File: config.mk
export PLATFORM = sky130hd
export DESIGN_NAME = port2_flow_control_select
export DESIGN_NICKNAME = d
export VERILOG_FILES = /design/src/hdl/sync_bit.v /design/src/hdl/port2_flow_control_select.v
export VERILOG_INCLUDE_DIRS = /design/src /design/src/hdl
export SDC_FILE = /design/constraint.sdc
export NUM_CORES = 1
export LEC_CHECK = 0
export BUFFER_PORTS_ARGS = -buffer_cell sky130_fd_sc_hd__buf_2
export CORE_ASPECT_RATIO = 1.25
export CORE_UTILIZATION = 38
export DETAILED_ROUTE_END_ITERATION = 8
export GPL_TIMING_DRIVEN = 0
export PLACE_DENSITY = 0.76
export SYNTH_ARGS = -nofsm -noshare
export SYNTH_HDL_FRONTEND = slang
export SYNTH_HIERARCHICAL = 1
export SYNTH_SLANG_ARGS = --single-unit
File: constraint.sdc
create_clock -name clk -period 0.8 [get_ports clk]
set_input_delay 0.12 -clock clk [delete_from_list [all_inputs] [get_ports clk]]
set_output_delay 0.12 -clock clk [all_outputs]
set_load 0.05 [all_outputs]
File: src/hdl/port2_flow_defines.vh
`ifndef PORT2_FLOW_DEFINES_VH
`define PORT2_FLOW_DEFINES_VH
// ****************************************
// Register map (word offsets, byte address = 4 * index)
// ****************************************
`define FC_ADDR_W        4
`define FC_CTRL_IDX      4'h0
`define FC_STAT_IDX      4'h1
`define FC_LOAD_IDX      4'h2
// ****************************************
// Control register fields
// ****************************************
`define FC_BIT_MANUAL    0
`define FC_BIT_TXEN      1
`define FC_BIT_RXEN      2
`define FC_BIT_CURTX     3
`define FC_BIT_CURRX     4
`define FC_BIT_CURDUP    5
`define FC_BIT_BPEN      6
// ****************************************
// Loader register fields (emulated loader rewrite)
// ****************************************
`define LD_BIT_BP        0
`define LD_BIT_FD        1
`define LD_BIT_MAN       2
`define FC_DATA_ZERO     32'h0000_0000
`endif

File: src/hdl/sync_bit.v
`default_nettype none
// ****************************************
// Two-stage reset release
// ****************************************
module sync_bit (
	input  wire clk,
	input  wire rstn,
	output wire syncOut
);
	reg stage1Q;
	reg stage2Q;

	// Asynchronous assert, synchronous release
	always @(posedge clk or negedge rstn) begin
		if (!rstn) begin
			stage1Q <= 1'b0;
			stage2Q <= 1'b0;
		end else begin
			stage1Q <= 1'b1;
			stage2Q <= stage1Q;
		end
	end

	assign syncOut = stage2Q;
endmodule // sync_bit
`default_nettype wire

File: src/hdl/port2_flow_control_select.v
// Operation
// - Select 0 with negotiation on takes flow control from the negotiated result.
// - Select 0 with negotiation off uses the manual receive and transmit enables.
// - Select 1 always uses the manual receive and transmit enables.
// - Under manual control the receive enable gates Pause frame detection.
// - Under manual control the transmit enable gates Pause frame generation.
// - A readable bit shows whether transmit flow control is active.
// - Backpressure, manual enables and select reset to their strap inputs.
// - A loader rewrite of a strap updates the matching field.
// - The current-status reset value derives from several straps.
`include "port2_flow_defines.vh"
`default_nettype none
module port2_flow_control_select (
	input  wire        clk,
	input  wire        rstn,
	input  wire        clkEn,
	// Avalon-MM slave
	input  wire [3:0]  address,
	input  wire        read,
	input  wire        write,
	input  wire [31:0] writedata,
	input  wire [3:0]  byteenable,
	output reg  [31:0] readdata,
	output wire        waitrequest,
	// Straps and negotiation
	input  wire        backpressureDefaultStrap,
	input  wire        fullDuplexFlowDefaultStrap,
	input  wire        manualSelectDefaultStrap,
	input  wire        autoNegEnable,
	input  wire        autoNegDone,
	input  wire        anRxPause,
	input  wire        anTxPause,
	input  wire        halfDuplex,
	// Effective enables toward the MAC
	output reg         rxPauseDetectEnable,
	output reg         txPauseGenerateEnable,
	output reg         backpressureEnable
);
	// ****************************************
	// Reset release
	// ****************************************
	wire rstnSync;

	sync_bit resetSync (
		.clk     (clk),
		.rstn    (rstn),
		.syncOut (rstnSync)
	);

	// ****************************************
	// Strap capture state machine
	// ****************************************
	localparam [1:0] ST_CAPTURE = 2'b01;
	localparam [1:0] ST_RUN     = 2'b10;

	reg  [1:0]  state_q;
	reg  [1:0]  state_d;
	reg         manualFlowSelect_q;
	reg         rxEnable_q;
	reg         txEnable_q;
	reg         bpEnable_q;
	reg         ackPending_q;
	reg         manualFlowSelect_d;
	reg         rxEnable_d;
	reg         txEnable_d;
	reg         bpEnable_d;
	reg         ackPending_d;
	reg  [31:0] readWord;
	wire        capture;
	wire        busReq;
	wire        busDone;
	wire        lowLane;
	wire        ctrlWrite;
	wire        loadWrite;
	wire        readStart;
	wire        manualMode;
	wire        effRx;
	wire        effTx;

	// Capture state is the only cycle that samples the straps
	assign capture = state_q[0];

	// Straps are taken on the first enabled clock after reset release
	always @* begin
		case (state_q)
			ST_CAPTURE: state_d = ST_RUN;
			ST_RUN:     state_d = ST_RUN;
			default:    state_d = ST_CAPTURE;
		endcase
	end

	// ****************************************
	// Bus decode
	// ****************************************
	// A request is live while read or write is held by the master
	assign busReq    = read || write;
	// Second cycle of a request; a frozen clock never completes one
	assign busDone   = busReq && ackPending_q && clkEn;
	// Only the low byte lane carries fields; other lanes are ignored
	assign lowLane   = byteenable[0];
	assign ctrlWrite = write && busDone && lowLane && (address == `FC_CTRL_IDX);
	assign loadWrite = write && busDone && lowLane && (address == `FC_LOAD_IDX);
	// Read data are latched in the wait cycle and stand at completion
	assign readStart = read && !ackPending_q;

	// ****************************************
	// Field next values
	// ****************************************
	// Strap capture outranks any bus write landing in the same cycle
	// Loader rewrite shares the capture path so both fill fields alike
	always @* begin
		manualFlowSelect_d = manualFlowSelect_q;
		rxEnable_d         = rxEnable_q;
		txEnable_d         = txEnable_q;
		bpEnable_d         = bpEnable_q;
		if (capture) begin
			bpEnable_d         = backpressureDefaultStrap;
			rxEnable_d         = fullDuplexFlowDefaultStrap;
			txEnable_d         = fullDuplexFlowDefaultStrap;
			manualFlowSelect_d = manualSelectDefaultStrap;
		end else if (loadWrite) begin
			bpEnable_d         = writedata[`LD_BIT_BP];
			rxEnable_d         = writedata[`LD_BIT_FD];
			txEnable_d         = writedata[`LD_BIT_FD];
			manualFlowSelect_d = writedata[`LD_BIT_MAN];
		end else if (ctrlWrite) begin
			bpEnable_d         = writedata[`FC_BIT_BPEN];
			rxEnable_d         = writedata[`FC_BIT_RXEN];
			txEnable_d         = writedata[`FC_BIT_TXEN];
			manualFlowSelect_d = writedata[`FC_BIT_MANUAL];
		end
	end

	// ****************************************
	// Control fields
	// ****************************************
	// Async reset loads constants only; strap values arrive one cycle later
	always @(posedge clk or negedge rstnSync) begin
		if (!rstnSync) begin
			state_q            <= ST_CAPTURE;
			manualFlowSelect_q <= 1'b0;
			rxEnable_q         <= 1'b0;
			txEnable_q         <= 1'b0;
			bpEnable_q         <= 1'b0;
		end else if (clkEn) begin
			state_q            <= state_d;
			manualFlowSelect_q <= manualFlowSelect_d;
			rxEnable_q         <= rxEnable_d;
			txEnable_q         <= txEnable_d;
			bpEnable_q         <= bpEnable_d;
		end
	end

	// ****************************************
	// Flow control resolution
	// ****************************************
	// Manual when selected, or when negotiation is off
	assign manualMode = manualFlowSelect_q || !autoNegEnable;
	// Before negotiation completes, no Pause is honoured in auto mode
	assign effRx = manualMode ? rxEnable_q : (autoNegDone && anRxPause);
	assign effTx = manualMode ? txEnable_q : (autoNegDone && anTxPause);

	// Registered effective enables; status derives from straps via these
	// One edge of lag is the price of glitch-free enables toward the MAC
	always @(posedge clk or negedge rstnSync) begin
		if (!rstnSync) begin
			rxPauseDetectEnable   <= 1'b0;
			txPauseGenerateEnable <= 1'b0;
			backpressureEnable    <= 1'b0;
		end else if (clkEn) begin
			rxPauseDetectEnable   <= effRx;
			txPauseGenerateEnable <= effTx;
			backpressureEnable    <= bpEnable_q;
		end
	end

	// ****************************************
	// Readback word
	// ****************************************
	// Status index mirrors control so polling needs no decode of its own
	always @* begin
		readWord = `FC_DATA_ZERO;
		case (address)
			`FC_CTRL_IDX, `FC_STAT_IDX: begin
				readWord[`FC_BIT_MANUAL] = manualFlowSelect_q;
				readWord[`FC_BIT_TXEN]   = txEnable_q;
				readWord[`FC_BIT_RXEN]   = rxEnable_q;
				readWord[`FC_BIT_CURTX]  = txPauseGenerateEnable;
				readWord[`FC_BIT_CURRX]  = rxPauseDetectEnable;
				readWord[`FC_BIT_CURDUP] = halfDuplex;
				readWord[`FC_BIT_BPEN]   = bpEnable_q;
			end
			// Loader index is write only; unmapped indexes read zero
			default: readWord = `FC_DATA_ZERO;
		endcase
	end

	// ****************************************
	// Avalon-MM slave: one wait state per access
	// ****************************************
	// Frozen clock holds the master in wait, so no access is half done
	assign waitrequest = busReq && (!ackPending_q || !clkEn);

	// Wait flag toggles once per request; back-to-back accesses cost two cycles each
	always @* begin
		ackPending_d = 1'b0;
		if (busReq && !ackPending_q) begin
			ackPending_d = 1'b1;
		end
	end

	// Read data latch in the wait cycle and stand until the next read
	always @(posedge clk or negedge rstnSync) begin
		if (!rstnSync) begin
			ackPending_q <= 1'b0;
			readdata     <= `FC_DATA_ZERO;
		end else if (clkEn) begin
			ackPending_q <= ackPending_d;
			if (readStart) begin
				readdata <= readWord;
			end
		end
	end
endmodule // port2_flow_control_select
`default_nettype wire

Word-level counts from Yosys, hierarchy flattened
Cells that the tools add are included.
{"block": "op_classes", "eq_ne": 4, "mux": 17, "reduce_logical": 23}
{"operator": "2-to-1 mux 1 bit", "n": 15}
{"operator": "logical AND 1 bit", "n": 11}
{"operator": "2-to-1 mux 7 bit", "n": 1}
{"operator": "== test 4 x 1 -> 1 bit, second input constant", "n": 1}
{"operator": "== test 4 x 2 -> 1 bit, second input constant", "n": 1}
{"operator": "zero test 4 bit", "n": 1}
{"operator": "AND reduction 2 bit", "n": 2}
{"operator": "OR reduction 2 bit", "n": 2}
{"operator": "zero test 1 bit", "n": 3}
{"operator": "logical OR 1 bit", "n": 3}
{"operator": "nonzero test 3 bit", "n": 1}
{"operator": "== test 2 x 1 -> 1 bit, second input constant", "n": 1}
{"operator": "== test 2 bit, second input constant", "n": 1}
{"operator": "2-to-1 mux 2 bit", "n": 1}
{"block": "word_totals", "register_bits": 19, "in_bits": 53, "out_inout_bits": 36, "wordCells": 56}

Logic depth before layout (Yosys ltp)
{"block": "depth", "depth_word": 9, "mapped_depth": 5, "ltp_nobuf": 4}

By module
The synthesis kept the hierarchy.
{"mod": "port2_flow_control_select", "instances": 1, "cells_per_inst": 95, "area_each_um2": 1007.2, "seq_area_each_um2": 426.7}
{"mod": "sync_bit", "instances": 1, "cells_per_inst": 3, "area_each_um2": 53.8, "seq_area_each_um2": 50.0}

Worst setup path before layout
OpenSTA, ideal clock, no wires.
{"block": "synth_path", "path_kind": "reg-to-reg", "from": "register state_q[0]", "to": "register manualFlowSelect_q", "setup_ns": 0.129, "t_arrival_ns": 1.191, "required_ns": 0.671, "slack_ns": -0.519, "stages_incl_launch_ff": 6, "n_path_buf": 1, "period_less_slack_ns": 1.319, "path_cell_list": "dfstp_2 clkbuf_1 nand2_1 o21ai_2 nand2b_1 o211ai_2"}
{"block": "synth_via", "elab_chain_cells": 2, "elab_cells_between_ends": 3, "cone_classes": "mux (1); reduce/logical (2)"}
{"element": "start, declared", "line_no": "port2_flow_control_select.v:56", "source": "reg [1:0] state_q;"}
{"element": "start signal, assigned", "line_no": "port2_flow_control_select.v:146", "source": "state_q <= state_d;"}
{"element": "nonzero test 3 bit (no line)"}
{"element": "AND reduction 2 bit (no line)"}
{"element": "end signal, assigned", "line_no": "port2_flow_control_select.v:147", "source": "manualFlowSelect_q <= manualFlowSelect_d;"}
{"element": "end, declared", "line_no": "port2_flow_control_select.v:58", "source": "reg manualFlowSelect_q;"}
Parallel ways exist; a longest one is shown, timed or not.
A chain may end at the register's enable or synchronous reset.

Worst setup path in the final report
{"block": "layout_path", "from": "register ackPending_q", "to": "register rxEnable_q"}
{"block": "layout_via", "elab_chain_cells": 7, "elab_cells_between_ends": 10, "cone_classes": "mux (2); reduce/logical (8)"}
{"element": "start, declared", "line_no": "port2_flow_control_select.v:62", "source": "reg ackPending_q;"}
{"element": "start signal, assigned", "line_no": "port2_flow_control_select.v:218", "source": "ackPending_q <= ackPending_d;"}
{"element": "logical AND 1 bit * (2 in a row)", "line_no": "port2_flow_control_select.v:98", "source": "assign busDone = busReq && ackPending_q && clkEn;"}
{"element": "logical AND 1 bit * (2 in a row)", "line_no": "port2_flow_control_select.v:101, port2_flow_control_select.v:102"}
{"element": "logical AND 1 bit, on equally long branches", "line_no": "port2_flow_control_select.v:101, port2_flow_control_select.v:102"}
{"element": "nonzero test 3 bit (no line) or 2-to-1 mux 1 bit (tied branches)"}
{"element": "AND reduction 2 bit (no line) or 2-to-1 mux 1 bit (tied branches)"}
{"element": "end signal, assigned", "line_no": "port2_flow_control_select.v:148", "source": "rxEnable_q <= rxEnable_d;"}
{"element": "end, declared", "line_no": "port2_flow_control_select.v:59", "source": "reg rxEnable_q;"}
Mark *: on every way between the ends. The rest lies on a longest branch, timed or not.

==> reports/metrics.cfg <==
[outcome]
outcome = complete, but fails checks
violations = negative setup slack

[finish]
instances_no_fill = 212
drive_gt1_frac = 0.5843
area_growth_pct = 57.66
antennaDiodeCount = 0
nNetsFinal = 232

[setup_path]
r2r_start = ackPending_q
worst_path_largest_cell_delay_ps = 380
path_class = flop to flop
worstPathCellList = nand4_1 > buf_6 > nor3_4 > mux2i_1 > o211ai_2
crit_fanout = 3
worstPathRequired_ps = 990
cp-startpoint = ackPending_q
end_kind = flop
cp-start-kind = flop
cp_slowest_cell = dfrtp_1
cp.arrival_ps = 1500

[yosys]
yosysMostFrequentCell = buf_4
synthCells = 98
synth_seq_cells = 19
synth.area.top_cells = dfrtp_1, buf_4, a22o_1
synth_ff_type = dfrtp_1
synth-seq-area-share = 0.4493
synth_common_cells = buf_4, dfrtp_1, a22o_1
ys_async_sr_fraction = 1.000
synth_warnings = 6
synth_top_cell_area_share = 0.4245
synth_cell_type_count = 26
avgSynthCellArea_sq_um = 10.83
synth-edff-count = 0
netlist_area_sq_mm = 0.001061
yosysTopAreaCell = dfrtp_1

[grt]
grt_max_degree = 18
grt-ovfl-total = 0
grt_use_total = 0.1671
grt_pass1_wl_mm = 3.629
grt_pass1_vias = 807
antenna_found_initial = 0

[detailed_routing]
ant_nets = 0
firstDrtPassIters = 4
drt-initial-drc-count = 15
drt-total-wl_mm = 2.703
drc = 0
dr_total_vias = 940
wire_per_inst_microns = 12.75
viasPerCell = 4.434

[timing]
skew_ps = 11.89
rsz0062_at_grt = yes
worst_slack_ps = -515.2
max_freq_mhz = 760.4
setup_viol = 27
timing.final.crit_period_ps = 1315
final.period_utilization = 1.644
hold_viol = 0
drv_slew = 0

[placement]
preCtsSetupSlack_ps = -735.0
place.gp.congestion = 0.7675
portBuffers = 32
dpl.hpwl_mm = 1.702
dp.cells = 188

[power_and_ir_drop]
p_per_area_mw_per_mm2 = 2389
static-leakage-power_nw = 0.8922
irDropWorstVdd_v = 0.001039

[floorplan]
ios = 89
start_util = 0.3998
die-area_sq_mm = 0.003009
core-area_sq_mm = 0.002654
core.rowCount = 21
die_h_microns = 61.08
die_x_microns = 49.26

[cts]
cts_root_buffer = clkbuf_4
cts_max_path_buffers = 2
cts_sinks = 19
numCtsBuffers = 3
worstSkewPairLatency_ps = 310
cts_tree = yes
clk_pin_slew_worst_paths_ps = 110
htree_num_levels = 1

[worst_hold_path]
hold_class = input port to flop
hold_path_startpoint = backpressureDefaultStrap

[run]
cap_violations = 0

## state kept, by name (all words and copies together), names as in the netlist
| register | flops |
|---|---|
| rxPauseDetectEnable | 1 |
| bpEnable_q | 1 |
| backpressureEnable | 1 |
| resetSync/syncOut | 1 |
| state_q | 2 |
| txEnable_q | 1 |
| rxEnable_q | 1 |
| readdata | 7 |
| resetSync/stage1Q | 1 |
| manualFlowSelect_q | 1 |
| ackPending_q | 1 |
| txPauseGenerateEnable | 1 |
## kinds of logic after synthesis
| logic type | count (synthesis) | synth area share |
|---|---|---|
| buffers and inverters | 29 | 0.1910 |
| XOR/XNOR | 2 | 0.01651 |
| flip-flops | 19 | 0.4493 |
| multiplexers | 5 | 0.04835 |
| other | 2 | 0.007078 |
| AND/OR/NAND/NOR | 24 | 0.1533 |
| AO/OA/AOI/OAI | 17 | 0.1344 |
## layout make-up
cell class	instances	area (sq um)
fill	212	980.9
multi-input combinational	74	516.7
sequential	19	481.7
timing repair buffer	53	404.1
buffer	26	192.7
tap	34	42.54
clock buffer	3	22.52
inverter	2	7.507
clock inverter	1	5.005
## timing repair
item | 4_1_cts | 5_1_grt
hold buffers | 1 | 0
setup buffers | 12 | 10
cloned | 0 | 0
resized for setup | 26 | 9
pin swaps | 11 | 9
endpoints found under the hold margin | 2 | 0
endpoints found under the setup margin | 27 | 28
## per-layer routing
layer  GRT usage  wire length [microns]  part of all wire  up-vias
li1            -                      -                 -      447
met5           0                      0                 0        -
met1      0.1793                   1029              0.38      432
met4      0.1008                     90             0.033        0
met2      0.3092                   1401              0.52       52
met3     0.03210                    182             0.067        9
## worst paths after layout
kind                            depth (start not counted)  slack [ps]           endpoint
worst max-delay path                                    5        -520         rxEnable_q
worst min-delay path                                    3          70         bpEnable_q
worst max register to register                          5        -520         rxEnable_q
worst min register to register                          0         190        readdata[2]
max in group asynchronous                               0         290         state_q[0]
min in group asynchronous                               2         120  resetSync/syncOut
## cell usage in the layout, fill, tap and decap left out, types with 2 or more instances in the layout
| master | instances |
|---|---|
| a22o_1 | 7 |
| a31oi_1 | 2 |
| buf_2 | 21 |
| buf_4 | 41 |
| buf_6 | 15 |
| clkbuf_4 | 3 |
| conb_1 | 26 |
| dfrtp_1 | 14 |
| dfrtp_2 | 4 |
| mux2i_1 | 4 |
| nand2_1 | 2 |
| nand2b_1 | 5 |
| nand3_1 | 5 |
| nor2_1 | 2 |
| nor2_2 | 2 |
| o211ai_2 | 3 |
| or3_4 | 2 |
| xnor2_2 | 2 |
## metrics by stage
step / area (sq um) / TNS [ps] / hold WS (ps) / utilization / total power [mW]
floorplan: 1185 / -5053 / -175.6 / - / 2.708
global placement: 1388 / -7605 / -94.88 / 0.5229 / 2.964
detailed placement: 1388 / -8186 / -93.41 / 0.5229 / 3.010
CTS: 1600 / -8671 / 28.91 / 0.6030 / 3.879
global route: 1673 / -9870 / 53.08 / 0.6304 / 4.193
finish: 1673 / -8503 / 66.12 / 0.6304 / 3.996
## where the power goes
group	switching [mW]	leakage [nW]	total, mW	internal, mW
Sequential	0.258	0.236	1.51	1.25
Clock	0.297	0.0177	0.484	0.187
Combinational	1.08	0.638	2.01	0.923
Total	1.64	0.892	4.00	2.36
## worst max-delay path, delay by kind of cell (launching register included)
family | cells | cell delay (ps)
DFF | 1 | 380
and+or+nand+nor | 2 | 320
muxes | 1 | 270
buffers and inverters | 1 | 150
AOI/OAI and AO/OA | 1 | 90
Note: power is estimated with default switching activity, not from simulation.
